<file path="src/hdl/rtm_pkg.sv">
package rtm_pkg;
  localparam int RTM_CNT_W = 16;
  localparam int RTM_PRE_W = 3;
  localparam int RTM_ALT_N = 3;
  localparam int RTM_PDIV_W = 7;
  localparam logic [15:0] RTM_CNT_START = 16'h0001;
  localparam logic [15:0] RTM_CNT_WRAP = 16'h0000;
  localparam logic [15:0] RTM_CNT_RST = 16'h0001;
  localparam logic [15:0] RTM_RELOAD_RST = 16'h0000;
  localparam logic [6:0] RTM_PDIV_ZERO = 7'h00;

  typedef enum logic [2:0] {
    RTM_MODE_ONESHOT = 3'h0,
    RTM_MODE_CONT = 3'h1,
    RTM_MODE_COUNTER = 3'h2,
    RTM_MODE_TRIG = 3'h3,
    RTM_MODE_CMP = 3'h4
  } rtm_mode_t;

  typedef enum logic [2:0] {
    RTM_ST_IDLE = 3'b001,
    RTM_ST_ARMED = 3'b010,
    RTM_ST_RUN = 3'b100
  } rtm_state_t;

  typedef struct packed {
    logic enable;
    rtm_mode_t mode;
    logic [2:0] prescale;
    logic polarity;
    logic out_en;
    logic [2:0] alt_en;
  } rtm_ctrl_t;

  typedef struct packed {
    logic load;
    logic [15:0] value;
  } rtm_wr_t;
endpackage

</file>
<file path="src/hdl/rtm_timer.sv">
// Implementation choices: register access over APB and the register offsets.
`timescale 1ns/1ns
module rtm_timer
  import rtm_pkg::*;
(
  input wire logic i_clk,
  input wire logic i_reset,
  input wire logic i_psel,
  input wire logic i_penable,
  input wire logic i_pwrite,
  input wire logic [11:0] i_paddr,
  input wire logic [31:0] i_pwdata,
  output logic [31:0] o_prdata,
  output logic o_pready,
  output logic o_pslverr,
  input wire logic i_first_timer_input_pin,
  input wire logic i_port_b_pin_zero,
  input wire logic i_port_b_pin_one,
  input wire logic i_port_b_pin_two,
  input wire logic i_comparator_out,
  output logic o_timer_out,
  output logic o_timer_irq
);
  localparam logic [11:0] RTM_OFF_CTRL = 12'h000;
  localparam logic [11:0] RTM_OFF_COUNT = 12'h004;
  localparam logic [11:0] RTM_OFF_RELOAD = 12'h008;
  localparam logic [11:0] RTM_OFF_STATUS = 12'h00c;
  localparam int RTM_B_EN = 0;
  localparam int RTM_B_MODE = 1;
  localparam int RTM_B_PRE = 4;
  localparam int RTM_B_POL = 7;
  localparam int RTM_B_OEN = 8;
  localparam int RTM_B_ALT = 9;

  typedef struct packed {
    rtm_ctrl_t ctrl;
    rtm_state_t state;
    logic [15:0] count;
    logic [15:0] reload;
    logic out;
    logic out_pin;
    logic irq;
    logic [31:0] prdata;
    logic pready;
    logic pslverr;
  } rtm_top_t;
  rtm_top_t st_r;
  rtm_top_t st_nxt;

  logic pin_rise;
  logic pin_fall;
  logic pa_rise;
  logic pa_fall;
  logic pb_rise;
  logic pb_fall;
  logic pc_rise;
  logic pc_fall;
  logic cmp_rise;
  logic cmp_fall;
  logic pre_tick;
  logic pre_run;
  logic in_rise;
  logic in_fall;
  logic in_edge;
  logic cmp_edge;
  logic step;
  logic at_reload;
  logic apb_acc;
  logic apb_wr;
  logic apb_rd;

  rtm_sync_edge u_sync_pin (
    .i_clk(i_clk), .i_reset(i_reset), .i_async(i_first_timer_input_pin),
    .o_level(), .o_rise(pin_rise), .o_fall(pin_fall)
  );
  rtm_sync_edge u_sync_a (
    .i_clk(i_clk), .i_reset(i_reset), .i_async(i_port_b_pin_zero),
    .o_level(), .o_rise(pa_rise), .o_fall(pa_fall)
  );
  rtm_sync_edge u_sync_b (
    .i_clk(i_clk), .i_reset(i_reset), .i_async(i_port_b_pin_one),
    .o_level(), .o_rise(pb_rise), .o_fall(pb_fall)
  );
  rtm_sync_edge u_sync_c (
    .i_clk(i_clk), .i_reset(i_reset), .i_async(i_port_b_pin_two),
    .o_level(), .o_rise(pc_rise), .o_fall(pc_fall)
  );
  rtm_sync_edge u_sync_cmp (
    .i_clk(i_clk), .i_reset(i_reset), .i_async(i_comparator_out),
    .o_level(), .o_rise(cmp_rise), .o_fall(cmp_fall)
  );

  // Prescaler runs only in clock-driven modes while counting
  assign pre_run = st_r.ctrl.enable && (st_r.state == RTM_ST_RUN) &&
                   (st_r.ctrl.mode != RTM_MODE_COUNTER) &&
                   (st_r.ctrl.mode != RTM_MODE_CMP);

  rtm_prescaler u_pre (
    .i_clk(i_clk),
    .i_reset(i_reset),
    .i_run(pre_run),
    .i_prescale(st_r.ctrl.prescale),
    .o_tick(pre_tick)
  );

  // Any enabled alternate pin counts as the timer input
  assign in_rise = pin_rise | (st_r.ctrl.alt_en[0] & pa_rise) |
                   (st_r.ctrl.alt_en[1] & pb_rise) |
                   (st_r.ctrl.alt_en[2] & pc_rise);
  assign in_fall = pin_fall | (st_r.ctrl.alt_en[0] & pa_fall) |
                   (st_r.ctrl.alt_en[1] & pb_fall) |
                   (st_r.ctrl.alt_en[2] & pc_fall);
  assign in_edge = st_r.ctrl.polarity ? in_fall : in_rise;
  assign cmp_edge = st_r.ctrl.polarity ? cmp_fall : cmp_rise;

  always_comb begin
    unique case (st_r.ctrl.mode)
      RTM_MODE_COUNTER: step = in_edge;
      RTM_MODE_CMP: step = cmp_edge;
      default: step = pre_tick;
    endcase
  end

  // Reload 0000h is only reached after the FFFFh wrap: full range
  assign at_reload = (st_r.count == st_r.reload);

  assign apb_acc = i_psel & i_penable & ~st_r.pready;
  assign apb_wr = apb_acc & i_pwrite;
  assign apb_rd = apb_acc & ~i_pwrite;

  always_comb begin
    st_nxt = st_r;
    st_nxt.irq = 1'b0;
    st_nxt.pready = apb_acc;
    st_nxt.pslverr = 1'b0;

    // Timer engine
    if (!st_r.ctrl.enable) begin
      st_nxt.state = RTM_ST_IDLE;
      st_nxt.out = st_r.ctrl.polarity;
    end else begin
      unique case (st_r.state)
        RTM_ST_IDLE: begin
          if (st_r.ctrl.mode == RTM_MODE_TRIG) begin
            st_nxt.state = RTM_ST_ARMED;
          end else begin
            st_nxt.state = RTM_ST_RUN;
          end
        end
        RTM_ST_ARMED: begin
          st_nxt.out = st_r.ctrl.polarity;
          if (in_edge) begin
            st_nxt.state = RTM_ST_RUN;
          end
        end
        RTM_ST_RUN: begin
          // Output holds while counting so a polarity flip lands at time-out
          if (step) begin
            if (at_reload) begin
              st_nxt.count = RTM_CNT_RST;
              st_nxt.irq = 1'b1;
              unique case (st_r.ctrl.mode)
                RTM_MODE_ONESHOT: begin
                  st_nxt.out = ~st_r.out;
                  st_nxt.ctrl.enable = 1'b0;
                  st_nxt.state = RTM_ST_IDLE;
                end
                RTM_MODE_TRIG: begin
                  st_nxt.out = ~st_r.ctrl.polarity;
                  st_nxt.state = RTM_ST_ARMED;
                end
                default: begin
                  st_nxt.out = ~st_r.out;
                end
              endcase
            end else if (st_r.count == 16'hffff) begin
              st_nxt.count = RTM_CNT_WRAP;
            end else begin
              st_nxt.count = 16'(st_r.count + 16'h0001);
            end
          end
        end
        default: st_nxt.state = RTM_ST_IDLE;
      endcase
    end

    // Register writes come last: a software write beats the self-disable
    if (apb_wr) begin
      unique case (i_paddr)
        RTM_OFF_CTRL: begin
          st_nxt.ctrl.enable = i_pwdata[RTM_B_EN];
          st_nxt.ctrl.mode = rtm_mode_t'(i_pwdata[RTM_B_MODE +: 3]);
          st_nxt.ctrl.prescale = i_pwdata[RTM_B_PRE +: RTM_PRE_W];
          st_nxt.ctrl.polarity = i_pwdata[RTM_B_POL];
          st_nxt.ctrl.out_en = i_pwdata[RTM_B_OEN];
          st_nxt.ctrl.alt_en = i_pwdata[RTM_B_ALT +: RTM_ALT_N];
        end
        RTM_OFF_COUNT: st_nxt.count = i_pwdata[15:0];
        RTM_OFF_RELOAD: st_nxt.reload = i_pwdata[15:0];
        RTM_OFF_STATUS: ;
        default: st_nxt.pslverr = 1'b1;
      endcase
    end

    // Pin level is registered after gating by the output enable
    st_nxt.out_pin = st_nxt.out & st_nxt.ctrl.out_en;

    st_nxt.prdata = 32'h0000_0000;
    if (apb_rd) begin
      unique case (i_paddr)
        RTM_OFF_CTRL: begin
          st_nxt.prdata[RTM_B_EN] = st_r.ctrl.enable;
          st_nxt.prdata[RTM_B_MODE +: 3] = st_r.ctrl.mode;
          st_nxt.prdata[RTM_B_PRE +: RTM_PRE_W] = st_r.ctrl.prescale;
          st_nxt.prdata[RTM_B_POL] = st_r.ctrl.polarity;
          st_nxt.prdata[RTM_B_OEN] = st_r.ctrl.out_en;
          st_nxt.prdata[RTM_B_ALT +: RTM_ALT_N] = st_r.ctrl.alt_en;
        end
        RTM_OFF_COUNT: st_nxt.prdata[15:0] = st_r.count;
        RTM_OFF_RELOAD: st_nxt.prdata[15:0] = st_r.reload;
        RTM_OFF_STATUS: begin
          st_nxt.prdata[2:0] = st_r.state;
          st_nxt.prdata[3] = st_r.out;
        end
        default: st_nxt.pslverr = 1'b1;
      endcase
    end
  end

  always_ff @(posedge i_clk) begin
    if (i_reset) begin
      st_r <= '0;
      st_r.state <= RTM_ST_IDLE;
      st_r.count <= RTM_CNT_START;
      st_r.reload <= RTM_RELOAD_RST;
      st_r.ctrl.mode <= RTM_MODE_ONESHOT;
    end else begin
      st_r <= st_nxt;
    end
  end

  assign o_prdata = st_r.prdata;
  assign o_pready = st_r.pready;
  assign o_pslverr = st_r.pslverr;
  assign o_timer_irq = st_r.irq;
  assign o_timer_out = st_r.out_pin;
endmodule

</file>
<file path="src/hdl/rtm_sync_edge.sv">
`timescale 1ns/1ns
module rtm_sync_edge
  import rtm_pkg::*;
(
  input wire logic i_clk,
  input wire logic i_reset,
  input wire logic i_async,
  output logic o_level,
  output logic o_rise,
  output logic o_fall
);
  typedef struct packed {
    logic s1;
    logic s2;
    logic s3;
  } rtm_se_t;
  rtm_se_t st_r;
  rtm_se_t st_nxt;

  always_comb begin
    st_nxt = st_r;
    st_nxt.s1 = i_async;
    st_nxt.s2 = st_r.s1;
    st_nxt.s3 = st_r.s2;
  end

  always_ff @(posedge i_clk) begin
    if (i_reset) begin
      st_r <= '0;
    end else begin
      st_r <= st_nxt;
    end
  end

  // Edges come only from the second and third stages
  assign o_level = st_r.s2;
  assign o_rise = st_r.s2 & ~st_r.s3;
  assign o_fall = ~st_r.s2 & st_r.s3;
endmodule

</file>
<file path="src/hdl/rtm_prescaler.sv">
`timescale 1ns/1ns
module rtm_prescaler
  import rtm_pkg::*;
(
  input wire logic i_clk,
  input wire logic i_reset,
  input wire logic i_run,
  input wire logic [2:0] i_prescale,
  output logic o_tick
);
  typedef struct packed {
    logic [6:0] div;
  } rtm_ps_t;
  rtm_ps_t st_r;
  rtm_ps_t st_nxt;
  logic [6:0] last;

  always_comb begin
    last = 7'((8'h01 << i_prescale) - 8'h01);
    st_nxt = st_r;
    o_tick = 1'b0;
    if (!i_run) begin
      st_nxt.div = RTM_PDIV_ZERO;
    end else if (st_r.div >= last) begin
      st_nxt.div = RTM_PDIV_ZERO;
      o_tick = 1'b1;
    end else begin
      st_nxt.div = 7'(st_r.div + 7'h01);
    end
  end

  always_ff @(posedge i_clk) begin
    if (i_reset) begin
      st_r <= '0;
    end else begin
      st_r <= st_nxt;
    end
  end
endmodule

</file>
<file path="config.mk">
export PLATFORM = sky130hd
export DESIGN_NAME = rtm_timer
export DESIGN_NICKNAME = d
export VERILOG_FILES = /design/src/hdl/rtm_pkg.sv /design/src/hdl/rtm_timer.sv /design/src/hdl/rtm_sync_edge.sv /design/src/hdl/rtm_prescaler.sv
export SDC_FILE = /design/constraint.sdc
export NUM_CORES = 1
export LEC_CHECK = 0
export ABC_AREA = 1
export ABC_CLOCK_PERIOD_IN_PS = 3000
export BUFFER_PORTS_ARGS = -buffer_cell sky130_fd_sc_hd__clkbuf_2
export CAP_MARGIN = 20
export CORE_MARGIN = 5
export CORE_UTILIZATION = 60
export DETAILED_ROUTE_END_ITERATION = 10
export PLACE_DENSITY = 0.89
export SYNTH_ARGS = -nofsm -noshare
export SYNTH_HDL_FRONTEND = slang
export SYNTH_SLANG_ARGS = --single-unit
</file>
<file path="constraint.sdc">
create_clock -name i_clk -period 3 [get_ports i_clk]
set_input_delay 0.15 -clock i_clk [delete_from_list [all_inputs] [get_ports i_clk]]
set_output_delay 0.15 -clock i_clk [all_outputs]
set_load 0.02 [all_outputs]
</file>
==> metrics.txt <==
status complete, no violations; initial antenna violation count 0; Die W 99.9 um; reg2reg start st_r[79]$_SDFFE_PP0P_; CP Launch Type flip-flop; Final Critical Period 2490 ps; dpl hpwl 9170 um; unrepaired setup endpoints after global routing false; CTS Hold Bufs 5; WP buf/inv 2; number of flip-flops in the largest register 48; Die Span Y 99.9 um; final WL 12,500 um; share of cells above drive strength 1 0.129; Cell Pwr Density 412 nW/um^2; Buffers on Ports 57; Crit path top cell by count nand2_1; max_slew headroom 0.474; first-pass GRT wire length 20,600 um; hold endpoint st_r[72]$_SDFFE_PP0P_; Worst path top cell family by delay simple AND/OR/NAND/NOR gates; # H-tree levels 3; diode count 0; GP Congestion 0.979; clk_lat worst skew 370 ps; final hold violations 0; Distinct cells, synth 41; DIE AREA 9980 um^2; row count 32; slowest cell on the critical path dfxtp_1; wire per inst 14.4 um; Placed Cells 848; critical path arrival 2720 ps; setup violators final 0; crit end category flip-flop; Worst-path clk slew 100 ps; Total Power 0.00217 W; Pleak 2.27 nW; Hold Path Stages 3; setup TNS 0 ps; Yosys reg bits 90; Area Overhead vs Synth 8.36%; critical-path cell list nor2_1 > nand2_1 > ha_1 > inv_1 > nand2_1 > nand2_1 > nand2_1 > nand2_1 > nand2_1 > nand2_2 > nand3_4 > nand2_2 > inv_1 > o211ai_1 > nand3_1; CORE AREA 7810 um^2; worst r2r path cells 15; Root Buffer clkbuf_8; Avg Cell Area, Syn 6.70 um^2; Max Fclk 401 MHz; worst hold margin 47.3 ps; post-route ant nets 0; clk sinks 90; critical path class reg -> reg; Initial Utilization 0.621; R2R setup slack 510 ps; Boundary Pins 90; total global-route track usage 0.255; Top FF cell, synth dfxtp_1; Final Slew Violations 0; max cap viols 0; Post-synth top cells nand2_1 (160), inv_1 (98), dfxtp_1 (90), nor2_1 (82), a21oi_1 (65); min-delay src i_pwdata[9]; cell count after synthesis 724; Cell Area, Synth 4850 um^2; starting DRC count in detailed routing 408; CTS Buf Count 9; number of remaining DRC errors 0; Max Clock Skew 13.4 ps; grt total ovfl 0; via/cell ratio 5.57; fin cells 868; CTS tree yes; Yosys top cell by area dfxtp_1; post-CTS setup buffer count 0; Hold Path Class in -> reg; layout net count 825; Least-Margin Pin Slew 788 ps; Area contributors post-synth dfxtp_1 (37%), nand2_1 (12%), inv_1 (7.6%); VDD IR max 0.357 mV; Yosys top cell area share 0.372; sequential share of the synthesized area 0.372; count leader, synth nand2_1; Max FO, Critical Path 14; post-cts resize count 0; Ys Warns 0; CP peak stage delay 380 ps; Largest Register st_r; Reg-to-Reg End st_r[53]$_SDFF_PP1_; clock buffer depth 2; Async SR Flop Fraction 0; Final Cycle Share 0.831; Initial DRT Pass Iterations 6; number of flops mapped to enable cells by yosys 0; largest net degree at the start of global routing 33; WP data required 3230 ps; vias in the first global route 4,519; via count 4,835
-- worst register-to-register path, stage by stage (launching register included) --
cell,delay (ps)
dfxtp_1,380
nor2_1,170
nand2_1,70
ha_1,270
inv_1,60
nand2_1,40
nand2_1,60
nand2_1,70
nand2_1,80
nand2_1,60
nand2_2,90
nand3_4,170
nand2_2,300
inv_1,190
o211ai_1,230
nand3_1,100
-- logic make-up after synthesis --
family / synth area share
AO/OA/AOI/OAI: 0.152
XOR/XNOR: 0.0181
adder cells (fa/ha/maj): 0.0232
buffers and inverters: 0.152
flip-flops: 0.372
other: 0.000773
AND/OR/NAND/NOR: 0.282
-- cell usage in the layout, fill, tap and decap left out, types with 7 or more instances in the layout --
master,n
inv_1,98
nor2_1,82
clkbuf_8,10
nand2_1,160
dfxtp_1,90
conb_1,16
nor3_1,15
xor2_1,7
ha_1,9
nand4_1,9
o22ai_1,9
o21ai_0,52
a21oi_1,65
nand3_1,30
clkbuf_2,57
-- area by class of cell --
cell class	count	area, um^2
inverters	105	394
repair buffers	66	365
multi-input cells	490	2360
flip-flops and latches	90	1800
well taps	102	128
fillers	702	2550
clock inverters	5	62.6
clock buffers	10	138
-- through the flow --
| step | worst slack (ps) | cell area [um^2] | util |
|---|---|---|---|
| after global placement | 697 | 5000 | 0.641 |
| final | 506 | 5250 | 0.673 |
| after floorplan | 1180 | 4900 | - |
| after global routing | 318 | 5250 | 0.673 |
| after detailed placement | 594 | 5000 | 0.641 |
| after CTS | 548 | 5250 | 0.673 |
-- power breakdown --
part / switching (W) / internal, W / total (W)
registers: 0.00000370 / 0.00120 / 0.00121
logic: 0.0000673 / 0.0000348 / 0.000102
clock network: 0.000450 / 0.000409 / 0.000859
-- worst max-delay path by stage --
stage / end / cells after the start / start / slack, ps
2_1_floorplan: st_r[70]$_SDFFE_PP0P_ / 13 / st_r[78]$_SDFFE_PP0P_ / 1180
3_3_place_gp: st_r[53]$_SDFF_PP1_ / 12 / st_r[78]$_SDFFE_PP0P_ / 700
5_1_grt: st_r[53]$_SDFF_PP1_ / 15 / st_r[79]$_SDFFE_PP0P_ / 320
3_5_place_dp: st_r[53]$_SDFF_PP1_ / 15 / st_r[79]$_SDFFE_PP0P_ / 590
6_report: st_r[53]$_SDFF_PP1_ / 15 / st_r[79]$_SDFFE_PP0P_ / 510
4_1_cts: st_r[53]$_SDFF_PP1_ / 15 / st_r[79]$_SDFFE_PP0P_ / 550
-- per-layer routing --
layer  track usage  routed length, um  vias up
met5             0                  0        -
met4         0.111                447        0
met3        0.0542               1440       46
met2         0.422               5720      316
met1         0.320               4870     2142
li1              -                  -     2331
Note: power is estimated with default switching activity, not from simulation.
